[src/rtl/bfms_cfg.svh]
// timing counts, register offsets and field positions of the bridge fault supervisor
`ifndef BFMS_CFG_SVH
`define BFMS_CFG_SVH
`define BFMS_CLK_MHZ          200
`define BFMS_WAKE_US          1000
`define BFMS_WAKE_CYC         (`BFMS_WAKE_US * `BFMS_CLK_MHZ)
`define BFMS_SLEEP_US         1
`define BFMS_SLEEP_CYC        (`BFMS_SLEEP_US * `BFMS_CLK_MHZ)
`define BFMS_RETRY_US         1000
`define BFMS_RETRY_CYC        (`BFMS_RETRY_US * `BFMS_CLK_MHZ)
`define BFMS_OLSETTLE_US      50
`define BFMS_OLSETTLE_CYC     (`BFMS_OLSETTLE_US * `BFMS_CLK_MHZ)
`define BFMS_PWRUP_US         10
`define BFMS_PWRUP_CYC        (`BFMS_PWRUP_US * `BFMS_CLK_MHZ)
`define BFMS_CNT_W            20
`define BFMS_REG_CTRL         4'h0
`define BFMS_REG_STATUS       4'h4
`define BFMS_REG_IRQ_STAT     4'h8
`define BFMS_REG_IRQ_MASK     4'hc
`define BFMS_CTRL_POLICY      0
`define BFMS_CTRL_REGIF       1
`define BFMS_CTRL_IFMODE_LO   2
`define BFMS_EV_UV            0
`define BFMS_EV_OC            1
`define BFMS_EV_OL            2
`define BFMS_EV_TSD           3
`define BFMS_EV_WAKE          4
`define BFMS_EV_W             5
`endif

[src/rtl/bfms_pkg.sv]
// types of the bridge fault supervisor
package bfms_pkg;
  typedef enum logic [1:0] {
    bfms_if_four = 2'h0,
    bfms_if_two  = 2'h1,
    bfms_if_par  = 2'h2,
    bfms_if_ind  = 2'h3
  } bfms_ifmode_t;
  typedef enum logic [2:0] {
    bfms_st_pwrup = 3'h0,
    bfms_st_wake  = 3'h1,
    bfms_st_run   = 3'h3,
    bfms_st_tosl  = 3'h2,
    bfms_st_sleep = 3'h6
  } bfms_state_t;
  typedef struct packed {
    logic       uv;
    logic [3:0] oc;
    logic       thermal_shutdown_fault;
    logic [3:0] ls_cmp;
    logic [3:0] hs_cmp;
  } bfms_sense_t;
  typedef struct packed {
    logic [3:0] half_hiz;
    logic       circuits_on;
  } bfms_drive_t;
endpackage

[src/rtl/bfms_top.sv]
// sleep, open-load and fault supervisor for a dual h-bridge, with axi4-lite registers
// Notes on behaviour
// RULE_01: low-side comparator high means open load
// RULE_02: high-side comparator high means open load
// RULE_03: sleep disables circuits, all outputs hi-z
// RULE_04: wake automatically; host waits wake delay
// RULE_05: fault pin pulses low at power-up
// RULE_06: wait sleep entry delay before sleeping
// RULE_07: four faults enter fault, flag pin
// RULE_08: undervoltage: all hi-z, circuits off, auto
// RULE_09: overcurrent hi-z per interface, retry delay
// RULE_10: plain variant: open load keeps bridge running
// RULE_11: open load cleared by power or sleep
// RULE_12: register variant uses policy bit
// RULE_13: overtemperature: both bridges hi-z until cool
// RULE_14: policy 0 runs, 1 forces hi-z
// RULE_15: diagnostic at power-up and wake edge
// RULE_16: open load latches fault pin low
// RULE_17: sample comparators after settle, before wake
// RULE_18: hi-z wins over running
//
// Implementation choices: the AXI4-Lite register port and the register addresses.
`timescale 1ns/1ps
`include "bfms_cfg.svh"
module bfms_top
  import bfms_pkg::*;
#(
  parameter int WAKE_CYC    = `BFMS_WAKE_CYC,
  parameter int SLEEP_CYC   = `BFMS_SLEEP_CYC,
  parameter int RETRY_CYC   = `BFMS_RETRY_CYC,
  parameter int SETTLE_CYC  = `BFMS_OLSETTLE_CYC,
  parameter int PWRUP_CYC   = `BFMS_PWRUP_CYC
) (
  input  wire logic        clock,
  input  wire logic        reset,
  input  wire logic        sleep_request_pin,
  input  wire bfms_sense_t sense_in,
  input  wire logic        tsd_cool,
  output bfms_drive_t      drive_q,
  output logic [3:0]       ol_pullup_q,
  output logic [3:0]       ol_pulldown_q,
  output logic             fault_flag_pin_n_q,
  output logic             irq_q,
  input  wire logic [3:0]  s_axi_awaddr,
  input  wire logic        s_axi_awvalid,
  output logic             s_axi_awready,
  input  wire logic [31:0] s_axi_wdata,
  input  wire logic [3:0]  s_axi_wstrb,
  input  wire logic        s_axi_wvalid,
  output logic             s_axi_wready,
  output logic [1:0]       s_axi_bresp,
  output logic             s_axi_bvalid,
  input  wire logic        s_axi_bready,
  input  wire logic [3:0]  s_axi_araddr,
  input  wire logic        s_axi_arvalid,
  output logic             s_axi_arready,
  output logic [31:0]      s_axi_rdata,
  output logic [1:0]       s_axi_rresp,
  output logic             s_axi_rvalid,
  input  wire logic        s_axi_rready
);
  localparam logic [`BFMS_CNT_W-1:0] WAKE_N   = WAKE_CYC[`BFMS_CNT_W-1:0];
  localparam logic [`BFMS_CNT_W-1:0] SLEEP_N  = SLEEP_CYC[`BFMS_CNT_W-1:0];
  localparam logic [`BFMS_CNT_W-1:0] RETRY_N  = RETRY_CYC[`BFMS_CNT_W-1:0];
  localparam logic [`BFMS_CNT_W-1:0] SETTLE_N = SETTLE_CYC[`BFMS_CNT_W-1:0];
  localparam logic [`BFMS_CNT_W-1:0] PWRUP_N  = PWRUP_CYC[`BFMS_CNT_W-1:0];

  // two-flop synchronisers for every pin-level input
  logic        slp_m_q, slp_s_q, slp_prev_q;
  bfms_sense_t sns_m_q, sns_s_q;
  logic        cool_m_q, cool_s_q;
  always_ff @(posedge clock) begin
    if (reset) begin
      slp_m_q    <= 1'b1; // idle level of the pin, so no false wake edge
      slp_s_q    <= 1'b1;
      slp_prev_q <= 1'b1;
      sns_m_q    <= '0;
      sns_s_q    <= '0;
      cool_m_q   <= 1'b1;
      cool_s_q   <= 1'b1;
    end else begin
      slp_m_q    <= sleep_request_pin;
      slp_s_q    <= slp_m_q;
      slp_prev_q <= slp_s_q;
      sns_m_q    <= sense_in;
      sns_s_q    <= sns_m_q;
      cool_m_q   <= tsd_cool;
      cool_s_q   <= cool_m_q;
    end
  end
  logic slp_rise;
  assign slp_rise = slp_s_q & ~slp_prev_q;

  // software controls
  logic         policy_q;
  logic         regif_q;
  bfms_ifmode_t ifmode_q;
  logic [`BFMS_EV_W-1:0] irq_stat_q, irq_mask_q;

  // mode sequencer and its timer
  bfms_state_t           state_q;
  logic [`BFMS_CNT_W-1:0] tmr_q;
  logic                  diag_pending_q;
  always_ff @(posedge clock) begin
    if (reset) begin
      state_q <= bfms_st_pwrup;
      tmr_q   <= '0;
    end else begin
      unique case (state_q)
        bfms_st_pwrup: begin
          tmr_q <= tmr_q + 1'b1;
          if (tmr_q >= PWRUP_N - 1'b1) begin
            state_q <= bfms_st_wake; // RULE_15
            tmr_q   <= '0;
          end
        end
        bfms_st_wake: begin
          tmr_q <= tmr_q + 1'b1;
          if (tmr_q >= WAKE_N - 1'b1) begin
            state_q <= bfms_st_run; // RULE_04
            tmr_q   <= '0;
          end
        end
        bfms_st_run: begin
          if (!slp_s_q) begin
            state_q <= bfms_st_tosl;
            tmr_q   <= '0;
          end
        end
        bfms_st_tosl: begin
          tmr_q <= tmr_q + 1'b1;
          if (slp_s_q) begin
            state_q <= bfms_st_run;
          end else if (tmr_q >= SLEEP_N - 1'b1) begin
            state_q <= bfms_st_sleep; // RULE_06
          end
        end
        bfms_st_sleep: begin
          if (slp_rise) begin
            state_q <= bfms_st_wake; // RULE_04 RULE_15
            tmr_q   <= '0;
          end
        end
        default: begin
          state_q <= bfms_st_pwrup;
          tmr_q   <= '0;
        end
      endcase
    end
  end

  // open-load diagnostic: drive test currents during wake, sample once settled
  logic       in_wake, ol_sample;
  logic [3:0] ol_hit;
  assign in_wake   = (state_q == bfms_st_wake);
  assign ol_sample = in_wake && diag_pending_q && (tmr_q == SETTLE_N); // RULE_17
  assign ol_hit    = (ol_pulldown_q & sns_s_q.ls_cmp)                  // RULE_01
                   | (ol_pullup_q & sns_s_q.hs_cmp);                   // RULE_02
  logic [3:0] ol_lat_q;
  always_ff @(posedge clock) begin
    if (reset) begin
      ol_lat_q       <= '0;
      diag_pending_q <= 1'b1;
      ol_pullup_q    <= '0;
      ol_pulldown_q  <= '0;
    end else begin
      if (state_q == bfms_st_sleep && slp_rise) begin
        ol_lat_q       <= '0; // RULE_11
        diag_pending_q <= 1'b1;
      end else if (ol_sample) begin
        ol_lat_q       <= ol_hit; // RULE_16
        diag_pending_q <= 1'b0;
      end
      // even outputs pulled down (supply loads), odd pulled up (ground loads)
      ol_pulldown_q <= (in_wake && diag_pending_q) ? 4'h5 : 4'h0; // RULE_01
      ol_pullup_q   <= (in_wake && diag_pending_q) ? 4'ha : 4'h0; // RULE_02
    end
  end

  // overcurrent latch per half-bridge, released after the retry delay
  logic [3:0] oc_lat_q;
  logic [`BFMS_CNT_W-1:0] retry_q;
  always_ff @(posedge clock) begin
    if (reset) begin
      oc_lat_q <= '0;
      retry_q  <= '0;
    end else if (|oc_lat_q) begin
      retry_q <= retry_q + 1'b1;
      if (retry_q >= RETRY_N - 1'b1) begin
        oc_lat_q <= sns_s_q.oc; // RULE_09
        retry_q  <= '0;
      end
    end else begin
      oc_lat_q <= sns_s_q.oc;
    end
  end

  // thermal fault holds until the hysteresis comparator reports cool
  logic tsd_q;
  always_ff @(posedge clock) begin
    if (reset) begin
      tsd_q <= 1'b0;
    end else if (sns_s_q.thermal_shutdown_fault) begin
      tsd_q <= 1'b1; // RULE_13
    end else if (cool_s_q) begin
      tsd_q <= 1'b0;
    end
  end

  // map each fault to the half-bridges it disables
  function automatic logic [3:0] bfms_span(input logic [3:0] hit, input bfms_ifmode_t m);
    logic [3:0] r;
    r = hit;
    unique case (m)
      bfms_if_ind:  r = hit;
      bfms_if_par:  r = (|hit) ? 4'hf : 4'h0;
      default:      r = {{2{|hit[3:2]}}, {2{|hit[1:0]}}};
    endcase
    return r;
  endfunction

  logic [3:0] oc_hiz, ol_hiz, hiz_all;
  logic       asleep, uv;
  assign asleep  = (state_q == bfms_st_sleep) || (state_q == bfms_st_pwrup);
  assign uv      = sns_s_q.uv;
  assign oc_hiz  = bfms_span(oc_lat_q, ifmode_q); // RULE_09
  // plain variant keeps running on open load; register variant obeys policy
  assign ol_hiz  = (regif_q && policy_q) ? bfms_span(ol_lat_q, ifmode_q) // RULE_12 RULE_14
                                         : 4'h0;                         // RULE_10
  assign hiz_all = {4{asleep | uv | tsd_q}} | oc_hiz | ol_hiz;          // RULE_18 RULE_03 RULE_08

  // bridge drive and fault pin
  logic any_fault;
  assign any_fault = uv | (|oc_lat_q) | (|ol_lat_q) | tsd_q; // RULE_07
  always_ff @(posedge clock) begin
    if (reset) begin
      drive_q.half_hiz    <= 4'hf;
      drive_q.circuits_on <= 1'b0;
      fault_flag_pin_n_q  <= 1'b0;
    end else begin
      drive_q.half_hiz    <= hiz_all;
      drive_q.circuits_on <= ~(asleep | uv); // RULE_03 RULE_08
      fault_flag_pin_n_q  <= ~(any_fault | (state_q == bfms_st_pwrup)); // RULE_05 RULE_16
    end
  end

  // axi4-lite slave, one access of each kind at a time
  logic [3:0]  aw_q;
  logic [31:0] w_q;
  logic [3:0]  ws_q;
  logic        aw_have_q, w_have_q;
  logic        wr_go;
  assign wr_go = aw_have_q && w_have_q && !s_axi_bvalid;
  always_ff @(posedge clock) begin
    if (reset) begin
      aw_have_q     <= 1'b0;
      w_have_q      <= 1'b0;
      aw_q          <= '0;
      w_q           <= '0;
      ws_q          <= '0;
      s_axi_awready <= 1'b0;
      s_axi_wready  <= 1'b0;
      s_axi_bvalid  <= 1'b0;
      s_axi_bresp   <= 2'h0;
    end else begin
      s_axi_awready <= !aw_have_q && !(s_axi_awvalid && s_axi_awready);
      s_axi_wready  <= !w_have_q && !(s_axi_wvalid && s_axi_wready);
      if (s_axi_awvalid && s_axi_awready) begin
        aw_have_q <= 1'b1;
        aw_q      <= s_axi_awaddr;
      end
      if (s_axi_wvalid && s_axi_wready) begin
        w_have_q <= 1'b1;
        w_q      <= s_axi_wdata;
        ws_q     <= s_axi_wstrb;
      end
      if (wr_go) begin
        aw_have_q    <= 1'b0;
        w_have_q     <= 1'b0;
        s_axi_bvalid <= 1'b1;
        s_axi_bresp  <= (aw_q == `BFMS_REG_CTRL || aw_q == `BFMS_REG_IRQ_STAT
                      || aw_q == `BFMS_REG_IRQ_MASK) ? 2'h0 : 2'h2;
      end else if (s_axi_bvalid && s_axi_bready) begin
        s_axi_bvalid <= 1'b0;
      end
    end
  end

  // register writes and sticky event bits; a new event beats a clear
  logic [`BFMS_EV_W-1:0] ev;
  logic [`BFMS_EV_W-1:0] clr;
  logic                  lane0;
  assign lane0 = wr_go && ws_q[0];
  assign ev = {(state_q == bfms_st_wake) && (tmr_q >= WAKE_N - 1'b1), tsd_q & ~cool_s_q,
               |(ol_sample ? ol_hit : 4'h0), |sns_s_q.oc, uv};
  assign clr = (lane0 && aw_q == `BFMS_REG_IRQ_STAT) ? w_q[`BFMS_EV_W-1:0] : '0;
  always_ff @(posedge clock) begin
    if (reset) begin
      policy_q   <= 1'b0;
      regif_q    <= 1'b0;
      ifmode_q   <= bfms_if_four;
      irq_stat_q <= '0;
      irq_mask_q <= '0;
      irq_q      <= 1'b0;
    end else begin
      if (lane0 && aw_q == `BFMS_REG_CTRL) begin
        policy_q <= w_q[`BFMS_CTRL_POLICY]; // RULE_14
        regif_q  <= w_q[`BFMS_CTRL_REGIF];
        ifmode_q <= bfms_ifmode_t'(w_q[`BFMS_CTRL_IFMODE_LO +: 2]);
      end
      if (lane0 && aw_q == `BFMS_REG_IRQ_MASK) begin
        irq_mask_q <= w_q[`BFMS_EV_W-1:0];
      end
      irq_stat_q <= (irq_stat_q & ~clr) | ev;
      irq_q      <= |(irq_stat_q & ~irq_mask_q); // a set mask bit blocks its event
    end
  end

  // read channel
  logic [31:0] rd_d;
  always_comb begin
    rd_d = '0;
    unique case (s_axi_araddr)
      `BFMS_REG_CTRL:     rd_d = {28'h0, ifmode_q, regif_q, policy_q};
      `BFMS_REG_STATUS:   rd_d = {19'h0, state_q, ol_lat_q, oc_lat_q, tsd_q, uv};
      `BFMS_REG_IRQ_STAT: rd_d = {27'h0, irq_stat_q};
      `BFMS_REG_IRQ_MASK: rd_d = {27'h0, irq_mask_q};
      default:            rd_d = '0;
    endcase
  end
  always_ff @(posedge clock) begin
    if (reset) begin
      s_axi_arready <= 1'b0;
      s_axi_rvalid  <= 1'b0;
      s_axi_rdata   <= '0;
      s_axi_rresp   <= 2'h0;
    end else begin
      s_axi_arready <= !s_axi_rvalid && !(s_axi_arvalid && s_axi_arready);
      if (s_axi_arvalid && s_axi_arready) begin
        s_axi_rvalid <= 1'b1;
        s_axi_rdata  <= rd_d;
        s_axi_rresp  <= (s_axi_araddr[1:0] == 2'h0 && s_axi_araddr <= `BFMS_REG_IRQ_MASK)
                      ? 2'h0 : 2'h2;
      end else if (s_axi_rvalid && s_axi_rready) begin
        s_axi_rvalid <= 1'b0;
      end
    end
  end
endmodule

[config.mk]
export PLATFORM = sky130hd
export DESIGN_NAME = bfms_top
export DESIGN_NICKNAME = d
export VERILOG_FILES = /design/src/rtl/bfms_pkg.sv /design/src/rtl/bfms_top.sv
export VERILOG_INCLUDE_DIRS = /design/src /design/src/rtl
export SDC_FILE = /design/constraint.sdc
export NUM_CORES = 1
export LEC_CHECK = 0
export BUFFER_PORTS_ARGS = -buffer_cell sky130_fd_sc_hd__buf_2
export CORE_MARGIN = 5
export CORE_UTILIZATION = 45
export DETAILED_ROUTE_END_ITERATION = 7
export PLACE_DENSITY = 0.76
export SETUP_SLACK_MARGIN = 0.15
export SKIP_CTS_REPAIR_TIMING = 1
export SYNTH_ARGS = -nofsm -noshare
export SYNTH_HDL_FRONTEND = slang
export SYNTH_SLANG_ARGS = --single-unit
[constraint.sdc]
create_clock -name clock -period 2 [get_ports clock]
set_clock_uncertainty 0.05 [all_clocks]
set_input_delay 0.4 -clock clock [delete_from_list [all_inputs] [get_ports clock]]
set_output_delay 0.4 -clock clock [all_outputs]
set_load 0.03 [all_outputs]
==> results of run 1 <==
## power by group
part | switching (mW) | total [mW] | internal, mW
combinational | 0.257 | 0.421 | 0.164
sequential | 0.0514 | 2.75 | 2.69
clock | 1.22 | 3.10 | 1.88
total | 1.52 | 6.26 | 4.74
## metal layers
metal,part of all wire,GRT usage,up-vias
li1,-,-,2511
met1,0.41,0.2348,2477
met2,0.51,0.3082,191
met3,0.056,0.04437,32
met4,0.021,0.07197,0
met5,0,0,-
## sequential cells by signal, summed over array words and instances, names as in the netlist, 9 cells and up
register and count:
s_axi_rdata 13, tmr_q 20, sns_m_q 10, retry_q 20
sns_s_q 9
## synth_stat cells (all sizes together) (4+ instances only)
cell type    n
a21oi       39
mux2i       15
a22oi       15
nand3       41
xnor2        5
dfxtp      132
or3          7
nor2b       28
and2         5
or3b         4
a211oi       4
xor2         8
o311ai       4
mux4         4
a32o         4
nor4        11
or2         11
a21o         5
inv         13
clkbuf      30
nor2        64
nand4        4
buf         32
or4          5
nand2       64
o21ai       12
nand2b      14
o21bai       5
nor3        12
a31oi        8
## cell type report
cell class / count / area share
Clock inverter: 13 / 0.01952
Multi-Input combinational cell: 472 / 0.4288
Timing Repair Buffer: 139 / 0.1181
Sequential cell: 132 / 0.3425
Inverter: 13 / 0.006291
Clock buffer: 19 / 0.05711
Tap cell: 172 / 0.02775
## metrics by stage
stage | hold WS, ns | cells | setup TNS, ns | setup WS, ns | instance area, um2
2_1_floorplan | 0.3395 | 678 | -0.6411 | -0.08062 | 5984
3_3_place_gp | 0.3457 | 917 | -2.005 | -0.1814 | 6641
3_5_place_dp | 0.3509 | 917 | -2.922 | -0.2177 | 6641
4_1_cts | 0.09622 | 949 | -3.587 | -0.2782 | 7236
5_1_grt | 0.1062 | 960 | -5.693 | -0.2937 | 7756
6_report | 0.1134 | 960 | -3.800 | -0.2276 | 7756
## placed cells by master (no fill, tap or decap), types with 6 or more instances in the layout
master,netlist,final
a21oi_2,0,7
clkbuf_16,0,17
nor2_1,64,60
clkinvlp_4,0,6
dfxtp_1,132,123
nand2b_1,14,10
a31oi_1,8,7
conb_1,1,25
or2_2,11,9
buf_4,28,68
buf_2,3,63
dfxtp_2,0,8
a22oi_1,15,13
mux2i_1,15,15
nor2b_1,28,26
a21oi_1,39,30
xor2_1,8,8
buf_6,0,8
nor3_1,12,10
nand3_2,0,6
nand2_1,63,63
nand3_1,41,33
inv_1,13,11
## how the worst max path moves through the flow
| stage | from | to | slack [ns] | cells after the start |
|---|---|---|---|---|
| 5_1_grt | tmr_q[12] | tmr_q[14] | -0.29 | 6 |
| 6_report | retry_q[14] | oc_lat_q[0] | -0.23 | 6 |
| 4_1_cts | tmr_q[12] | tmr_q[5] | -0.28 | 7 |
| 3_3_place_gp | tmr_q[12] | tmr_q[5] | -0.18 | 7 |
| 3_5_place_dp | tmr_q[12] | tmr_q[5] | -0.22 | 7 |
| 2_1_floorplan | tmr_q[12] | tmr_q[10] | -0.08 | 6 |
## worst register-to-register path, cell delays in order, from the launching register on
cell and delay (ns):
dfxtp_1 0.31, or4_4 0.55, a31oi_4 0.18, o31ai_4 0.11
a2111o_1 0.58, mux2i_1 0.25, nor2_1 0.07
## logic make-up (layout without fill, tap and decap cells)
group           after synthesis  in the layout  share of synthesized area
fa+ha+maj                     3              3                   0.006511
buf+inv                      75            184                    0.06792
flops                       132            132                     0.4583
mux                          20             20                    0.04362
simple gates                285            285                     0.2522
xor+xnor                     13             13                    0.01975
other cells                   1             25                  0.0006504
compound gates              125            126                     0.1510
==> results by group, run 1 <==
Timing
  • Min Clock Period, post-route: about 2.2 ns
  • Pin slew with the least headroom to its limit: 0.5123 ns
  • Setup Viol. Count Final: 29
  • Max Freq: between 400 and 500 MHz
  • Hold Violations, Final: 0
  • Max Slew Vio Count: 0
  • Relative slew slack: 0.6566
  • RSZ-0062 raised after global routing: true
  • Fin crit share: 1.114
  • Final setup margin: -0.2276 ns

Placement
  • # port buffers: 63
  • DP HPWL: between 10000 and 15000 um
  • GPL Wtd Cong: 0.9171

Floorplan
  • Die H: 123.2 um
  • Num rows: 41
  • Die X: about 120 um
  • Initial Util: 0.4587
  • Die Area: approximately 15000 um2
  • CORE AREA: between 10000 and 15000 um2
  • # IOs: 123

Critical path
  • FF-to-FF End: oc_lat_q[0]
  • Crit-path cells: or4_4 -> a31oi_4 -> o31ai_4 -> a2111o_1 -> mux2i_1 -> nor2_1
  • CP Buf/Inv Count: 0
  • Slowest-stage cell, CP: a2111o_1
  • Worst r2r src: retry_q[14]
  • Max FO, Critical Path: 5
  • CP Capture Type: flop
  • CP Class: reg -> reg
  • CP startpoint kind: flop
  • FF-to-FF setup slack: -0.23 ns
  • Worst Path Arrival: between 2 and 2.5 ns
  • Critical Path Max Stage Delay: between 0.5 and 0.6 ns
  • Number of cells on the worst reg-to-reg path: 6
  • Gate family responsible for the most delay along the worst path: compound AO/OA/AOI/OAI gates
  • CP Data Required Time: between 2 and 2.5 ns

Min path
  • Cell depth of the worst min-delay path: 2
  • Hold Path Class: in -> reg
  • Worst Hold End: cool_m_q
  • Hold path start: tsd_cool

Clocking
  • CTS Buf Count: 17
  • CTS tree: yes
  • H-tree depth: 4
  • Worst skew pair latency: ~0.42 ns
  • Root buf cell: clkbuf_16
  • Deepest clock path buffer count: 2
  • CTS Sinks: about 130
  • Clock slew at reported path FFs: ~0.06 ns

Flow run
  • Max Cap Viol: 0

Pwr
  • Peak supply drop: ~0.0006 V
  • Leak pwr: just under 3 nW
  • Power density over the cells: approximately 800 nW/um2
  • Power consumption: about 6.3 mW

Synthesis
  • Seq cells post-synth: 132
  • Number of flops mapped to enable cells by yosys: 0
  • Async set-reset flop share out of synthesis: 0
  • Cell variety after synth: 64
  • Avg Cell Area, Syn: 8.816 um2
  • Post-Syn Instances: 654
  • Synthesis Warnings: 0
  • Register area share after synthesis: 0.4583
  • Synth top area cells: dfxtp_1 (46%), nor2_1 (4.2%), nand2_1 (4.1%), buf_4 (3.6%), nand3_1 (3.6%)
  • Cell taking the most area after synthesis: dfxtp_1
  • Top_reg_cell synth: dfxtp_1
  • Syn Std Cell Area: roughly 5800 um2
  • Top cell type's share of synthesized area: 0.4583

Layout
  • Storage cell area: approximately 2700 um2
  • Fin util: 0.6171
  • Fillers: ~1000
  • Multi-input logic area: approximately 3300 um2
  • Area growth syn-to-layout: 34.53%
  • Ant. Diodes: 0
  • Share of cells above drive strength 1: 0.3503
  • Final Net Count: between 800 and 900

Route
  • Detailed Route Iter0 Violations: 406
  • Final wirelength: around 15000 um
  • Via count: about 5200
  • First-pass DRT Iterations: 5
  • DRC viols: 0
  • DR vias/cell: 5.428
  • Final antenna-violating net count: 0
  • Wire per inst: about 16 um

Global routing
  • Grt ovf: 0
  • Initial antenna violation count: 0
  • All-Layer GR Usage: 0.1861
  • Vias in the first global route: around 4700
  • First-pass GRT wire length: about 22000 um
  • Largest net degree at the start of global routing: 52

Run status
  • Violations in the final reports: setup timing
  • Status: finished with violations
No activity file was read; power rests on OpenSTA's default activity.
==> run 2: changes to the inputs <==
--- a/config.mk
+++ b/config.mk
@@ -8,9 +8,9 @@
 export LEC_CHECK = 0
 export BUFFER_PORTS_ARGS = -buffer_cell sky130_fd_sc_hd__buf_2
 export CORE_MARGIN = 5
-export CORE_UTILIZATION = 45
+export CORE_UTILIZATION = 30
 export DETAILED_ROUTE_END_ITERATION = 7
-export PLACE_DENSITY = 0.76
+export PLACE_DENSITY = 0.56
 export SETUP_SLACK_MARGIN = 0.15
 export SKIP_CTS_REPAIR_TIMING = 1
 export SYNTH_ARGS = -nofsm -noshare
==> constraint.sdc (replaced) <==
create_clock -name clock -period 2 [get_ports clock]
set_clock_uncertainty 0.05 [all_clocks]
set_input_delay 0.4 -clock clock [delete_from_list [all_inputs] [get_ports clock]]
set_output_delay 0.4 -clock clock [all_outputs]
set_load 0.05 [all_outputs]
==> results by group, run 2 (synthesis results as in run 1) <==
Route
  • First-pass DRT Iterations: 6 (+1)
  • Final antenna-violating net count: 0 (unchanged)
  • Wire per inst: 14.45 um (-8.9%)
  • Detailed Route Iter0 Violations: 279 (-31%)
  • Final wirelength: 15490 um (+1.8%)
  • DRC viols: 0 (unchanged)
  • Via count: 5083 (-2.5%)
  • DR vias/cell: 4.742 (-13%)

Timing
  • Final setup margin: -0.1739 ns (+0.05370 ns)
  • Max Slew Vio Count: 0 (unchanged)
  • RSZ-0062 raised after global routing: true
  • TNS Setup: -3.982 ns (-0.1817 ns)
  • Setup Viol. Count Final: 39 (+34%)
  • Min Clock Period, post-route: 2.174 ns (-0.05370 ns)
  • Fin crit share: 1.087 (-0.02685)
  • Max Freq: 460.0 MHz (+2.5%)
  • Pin slew with the least headroom to its limit: 0.5842 ns (+0.07196 ns)
  • Hold Violations, Final: 0 (unchanged)
  • Relative slew slack: 0.6069 (-0.04970)

Critical path
  • CP Data Required Time: 2.29 ns (+0.06 ns)
  • Worst setup startpoint: tmr_q[12]
  • Critical Path Max Stage Delay: 0.56 ns (-0.02 ns)
  • Slowest-stage cell, CP: or4_4
  • FF-to-FF End: tmr_q[15]
  • Crit-path cells: or4_4 -> nor2b_4 -> a211o_1 -> o22ai_4 -> or3b_1 -> a31oi_1
  • Worst r2r src: tmr_q[12]
  • Worst Path Arrival: 2.47 ns (about the same)
  • Max FO, Critical Path: 6 (+1)
  • FF-to-FF setup slack: -0.17 ns (+0.05 ns)
  • CP Capture Type: flop
  • Worst path depth: 6 (unchanged)
  • Gate family responsible for the most delay along the worst path: simple AND/OR/NAND/NOR gates
  • Critical path endpoint: tmr_q[15]
  • CP Class: reg -> reg
  • Number of cells on the worst reg-to-reg path: 6 (unchanged)
  • CP Buf/Inv Count: 0 (unchanged)
  • CP startpoint kind: flop

Clocking
  • CTS Buf Count: 17 (unchanged)
  • Root buf cell: clkbuf_16
  • H-tree depth: 4 (unchanged)
  • Deepest clock path buffer count: 2 (unchanged)
  • CTS Sinks: 132 (unchanged)
  • Worst skew pair latency: 0.42 ns (about the same)
  • CTS tree: yes
  • Clock slew at reported path FFs: 0.06 ns (about the same)

Floorplan
  • # IOs: 123 (unchanged)
  • Die X: 148.6 um (+21%)
  • Die Area: 22090 um2 (+46%)
  • Die H: 148.6 um (+21%)
  • Initial Util: 0.3062 (-0.1526)
  • Num rows: 50 (+22%)
  • CORE AREA: 18830 um2 (+50%)

Global routing
  • Largest net degree at the start of global routing: 46 (-12%)
  • Initial antenna violation count: 0 (unchanged)
  • All-Layer GR Usage: 0.1331 (-0.05294)
  • Vias in the first global route: 4683 (-0.74%)
  • First-pass GRT wire length: 23720 um (+6.2%)
  • Grt ovf: 0 (unchanged)

Run status
  • Violations in the final reports: setup timing
  • Status: finished with violations

Layout
  • Top Registers: retry_q: 20 flops, tmr_q: 20 flops, s_axi_rdata: 13 flops
  • Most common cell after layout, fill and taps aside: dfxtp_1
  • Finished Layout Cells: 1072 (+12%)
  • Most frequent cells in the layout: dfxtp_1 (121), buf_4 (88), buf_2 (62), nand2_1 (61), nor2_1 (59)
  • Share of cells above drive strength 1: 0.3756 (+0.02536)
  • Final Net Count: 869 (+2.8%)
  • Ant. Diodes: 0 (unchanged)
  • Area growth syn-to-layout: 40.52%

Placement
  • # port buffers: 63 (unchanged)
  • DP HPWL: 10870 um (+6.9%)
  • Placed cells: 1025 (+12%)
  • GPL Wtd Cong: 0.8016 (-13%)
  • Placement Setup Slack: -0.2310 ns (-0.01332 ns)

Pwr
  • P_int: 4.783 mW (+0.90%)
  • Sequential power share: 0.427 (-0.011)
  • Sw Share: 0.2552 (+0.01194)
  • Leak pwr: 3.131 nW (+5.8%)
  • Peak supply drop: 0.0004646 V (-21%)
  • Comb power frac: 0.081 (+0.014)
  • Power density over the cells: 792.7 nW/um2 (-1.8%)
  • Sw power: 1.639 mW (+7.6%)
  • Clock power frac: 0.492 (-0.003)
  • Power consumption: 6.422 mW (+2.5%)

Min path
  • Hold Path Class: in -> reg

Flow run
  • Max Cap Viol: 0 (unchanged)
[run 2: cell types whose count changed in the layout (fill, tap and decap cells not counted), moves of 3 or more]
cell	change
nor4_2	-3
o311ai_1	+3
buf_4	+20
nand3_2	+4
inv_6	+7
dfxtp_2	+3
a21oi_1	-4
a21oi_2	+5
clkinvlp_4	-3
nand3_1	-4
[run 2: worst register-to-register path, stage by stage, from the launching register on]
cell and delay (ns):
dfxtp_2 0.32, or4_4 0.56, nor2b_4 0.14, a211o_1 0.27, o22ai_4 0.24, or3b_1 0.38
a31oi_1 0.13
[run 2: power groups by stage]
stage | combinational (mW) | sequential, mW | clock (mW)
floorplan | 0.335 | 2.82 | 0
global placement | 0.466 | 2.80 | 0
detailed placement | 0.468 | 2.80 | 0
CTS | 0.470 | 2.74 | 3.23
global route | 0.560 | 2.75 | 3.35
finish | 0.517 | 2.74 | 3.16
[run 2: worst min-delay path by stage]
stage / slack [ns] / end / cells past startpoint / from
CTS: 0.10 / cool_m_q / 2 / tsd_cool
global placement: 0.35 / cool_s_q / 1 / cool_m_q
detailed placement: 0.35 / cool_s_q / 1 / cool_m_q
global route: 0.1 / cool_m_q / 2 / tsd_cool
floorplan: 0.34 / cool_s_q / 1 / cool_m_q
finish: 0.12 / cool_m_q / 2 / tsd_cool
[run 2: cell type report]
class	instances	area [um2]
Clock buffer	18	439.2
Clock inverter	14	161.4
Sequential cell	132	2656
Multi-Input combinational cell	472	3317
Fill cell	1865	10730
Tap cell	260	325.3
Inverter	13	53.80
Timing Repair Buffer	163	1149
[run 2: per-layer routing]
layer | share of wire | vias up | GRT usage | wire, um
li1 | - | 2558 | - | -
met1 | 0.49 | 2416 | 0.1919 | 7574
met2 | 0.46 | 97 | 0.1950 | 7071
met3 | 0.042 | 12 | 0.03382 | 643
met4 | 0.013 | 0 | 0.04065 | 202
met5 | 0 | - | 0 | 0
[run 2: per-stage QoR]
step / cell area [um2] / util / hold slack (ns)
5_1_grt: 8102 / 0.4302 / 0.09766
2_1_floorplan: 5993 / - / 0.3395
4_1_cts: 7538 / 0.4003 / 0.1011
3_5_place_dp: 6938 / 0.3684 / 0.3530
3_3_place_gp: 6938 / 0.3684 / 0.3490
6_report: 8102 / 0.4302 / 0.1155
==> run 3: changes to the inputs <==
--- a/config.mk
+++ b/config.mk
@@ -6,7 +6,7 @@
 export SDC_FILE = /design/constraint.sdc
 export NUM_CORES = 1
 export LEC_CHECK = 0
-export BUFFER_PORTS_ARGS = -buffer_cell sky130_fd_sc_hd__buf_2
+export BUFFER_PORTS_ARGS = -buffer_cell sky130_fd_sc_hd__buf_4
 export CORE_MARGIN = 5
 export CORE_UTILIZATION = 30
 export DETAILED_ROUTE_END_ITERATION = 7
==> results by group, run 3 (synthesis results as in run 1) <==
Run status
  • Status: finished with violations
  • Violations in the final reports: setup timing

Placement
  • Area after DPL: 7041 um2 (+1.5%)
  • Placed cells: 1018 (-0.68%)
  • DP HPWL: 10740 um (-1.3%)
  • GPL Wtd Cong: 0.8389 (+4.7%)
  • # port buffers: 63 (unchanged)

Clocking
  • CTS Buf Count: 17 (unchanged)
  • Worst skew pair latency: 0.42 ns (about the same)
  • Deepest clock path buffer count: 2 (unchanged)
  • CTS Sinks: 132 (unchanged)
  • Clock slew at reported path FFs: 0.06 ns (about the same)
  • CTS tree: yes
  • H-tree depth: 4 (unchanged)
  • Root buf cell: clkbuf_16

Route
  • First-pass DRT Iterations: 4 (-2)
  • Wire per inst: 14.54 um (+0.61%)
  • Detailed Route Iter0 Violations: 304 (+9.0%)
  • Final wirelength: 15410 um (-0.52%)
  • DRC viols: 0 (unchanged)
  • Via count: 4994 (-1.8%)
  • DR vias/cell: 4.711 (-0.64%)
  • Final antenna-violating net count: 0 (unchanged)

Critical path
  • CP startpoint kind: flop
  • Worst Path Arrival: 2.44 ns (-0.03 ns)
  • Crit-path cells: or4_4 -> nor2b_4 -> a211o_1 -> o22ai_4 -> buf_4 -> nor2_1 -> a211oi_1
  • CP Data Required Time: 2.27 ns (-0.02 ns)
  • Max FO, Critical Path: 7 (+1)
  • CP Capture Type: flop
  • Slowest-stage cell, CP: or4_4
  • Critical Path Max Stage Delay: 0.56 ns (about the same)
  • CP Class: reg -> reg

Global routing
  • Largest net degree at the start of global routing: 57 (+24%)
  • All-Layer GR Usage: 0.1346 (+0.001410)
  • First-pass GRT wire length: 23870 um (+0.64%)
  • Grt ovf: 0 (unchanged)
  • Vias in the first global route: 4712 (+0.62%)
  • Initial antenna violation count: 0 (unchanged)

Timing
  • Pin slew with the least headroom to its limit: 0.6625 ns (+0.07823 ns)
  • Setup Viol. Count Final: 23 (-41%)
  • TNS Setup: -2.103 ns (+1.879 ns)
  • Relative slew slack: 0.5543 (-0.05264)
  • Final setup margin: -0.1755 ns (-0.001649 ns)
  • Max Slew Vio Count: 0 (unchanged)
  • RSZ-0062 raised after global routing: true
  • Min Clock Period, post-route: 2.176 ns (+0.001649 ns)
  • Max Freq: 459.7 MHz (about the same)
  • Fin crit share: 1.088 (about the same)
  • Hold Violations, Final: 0 (unchanged)

Floorplan
  • Num rows: 50 (unchanged)
  • Die Area: 22090 um2 (unchanged)
  • CORE AREA: 18830 um2 (unchanged)
  • Die X: 148.6 um (unchanged)
  • Die H: 148.6 um (unchanged)
  • # IOs: 123 (unchanged)
  • Initial Util: 0.3062 (unchanged)

Layout
  • Finished Layout Cells: 1060 (-1.1%)
  • Ant. Diodes: 0 (unchanged)
  • Area growth syn-to-layout: 43.19%
  • Final Net Count: 857 (-1.4%)
  • Most frequent cells in the layout: buf_4 (138), dfxtp_1 (116), nand2_1 (60), nor2_1 (53), nand3_1 (29)
  • Fin area: 8255 um2 (+1.9%)
  • Most common cell after layout, fill and taps aside: buf_4
  • Fin util: 0.4384 (+0.008172)
  • Top Registers: retry_q: 20 flops, tmr_q: 20 flops, s_axi_rdata: 13 flops
  • Share of cells above drive strength 1: 0.3925 (+0.01688)

Flow run
  • Max Cap Viol: 0 (unchanged)

Pwr
  • Leak pwr: 3.085 nW (-1.5%)
  • Power density over the cells: 750.1 nW/um2 (-5.4%)
  • Peak supply drop: 0.0003669 V (-21%)
  • Power consumption: 6.192 mW (-3.6%)

Min path
  • Hold Path Class: in -> reg
==> run 3: cell count changes in the layout (fill, tap and decap cells not counted), moves of 5 or more <==
cell	delta
nor2_1	-6
dfxtp_1	-5
buf_4	+50
a21oi_1	-6
buf_2	-62
inv_6	-6
clkinv_4	+6
a21oi_2	+5
dfxtp_2	+5
==> run 3: routing by layer <==
| layer | wire length, um | GRT usage | vias to the layer above | share of wire |
|---|---|---|---|---|
| li1 | - | - | 2532 | - |
| met1 | 7569 | 0.1953 | 2345 | 0.49 |
| met2 | 7096 | 0.1941 | 107 | 0.46 |
| met3 | 603 | 0.03473 | 10 | 0.039 |
| met4 | 142 | 0.04296 | 0 | 0.0092 |
| met5 | 0 | 0 | - | 0 |
==> run 3: worst paths after layout <==
| kind | start | endpoint | slack, ns | cells past startpoint |
|---|---|---|---|---|
| max | tmr_q[12] | tmr_q[0] | -0.18 | 7 |
| min | tsd_cool | cool_m_q | 0.11 | 2 |
| max reg2reg | tmr_q[12] | tmr_q[0] | -0.18 | 7 |
| min reg2reg | cool_m_q | cool_s_q | 0.36 | 1 |
==> run 3: area by class of cell <==
type | instances | area, um2
Clock buffer | 18 | 429.2
Fill cell | 1833 | 10580
Sequential cell | 132 | 2663
Clock inverter | 14 | 131.4
Timing Repair Buffer | 152 | 1225
Tap cell | 260 | 325.3
Inverter | 13 | 51.30
Multi-Input combinational cell | 471 | 3431
==> run 3: power by group <==
group,switching (mW),internal (mW),leakage [nW],total [mW]
registers,0.0516,2.70,1.08,2.75
clock network,1.20,1.72,0.275,2.91
logic,0.327,0.204,1.73,0.531
==> run 3: stage by stage <==
step / hold slack, ns / worst slack, ns
2_1_floorplan: 0.3395 / -0.08062
3_3_place_gp: 0.3489 / -0.1944
4_1_cts: 0.09880 / -0.2123
6_report: 0.1144 / -0.1755
3_5_place_dp: 0.3472 / -0.1970
5_1_grt: 0.09793 / -0.2574
==> run 3: worst max-delay path: cells and delay by family, from the launching register on <==
family	cells	cell delay [ns]
buffers and inverters	1	0.22
flip-flops	1	0.32
AO/OA/AOI/OAI	3	0.73
AND/OR/NAND/NOR	3	0.75
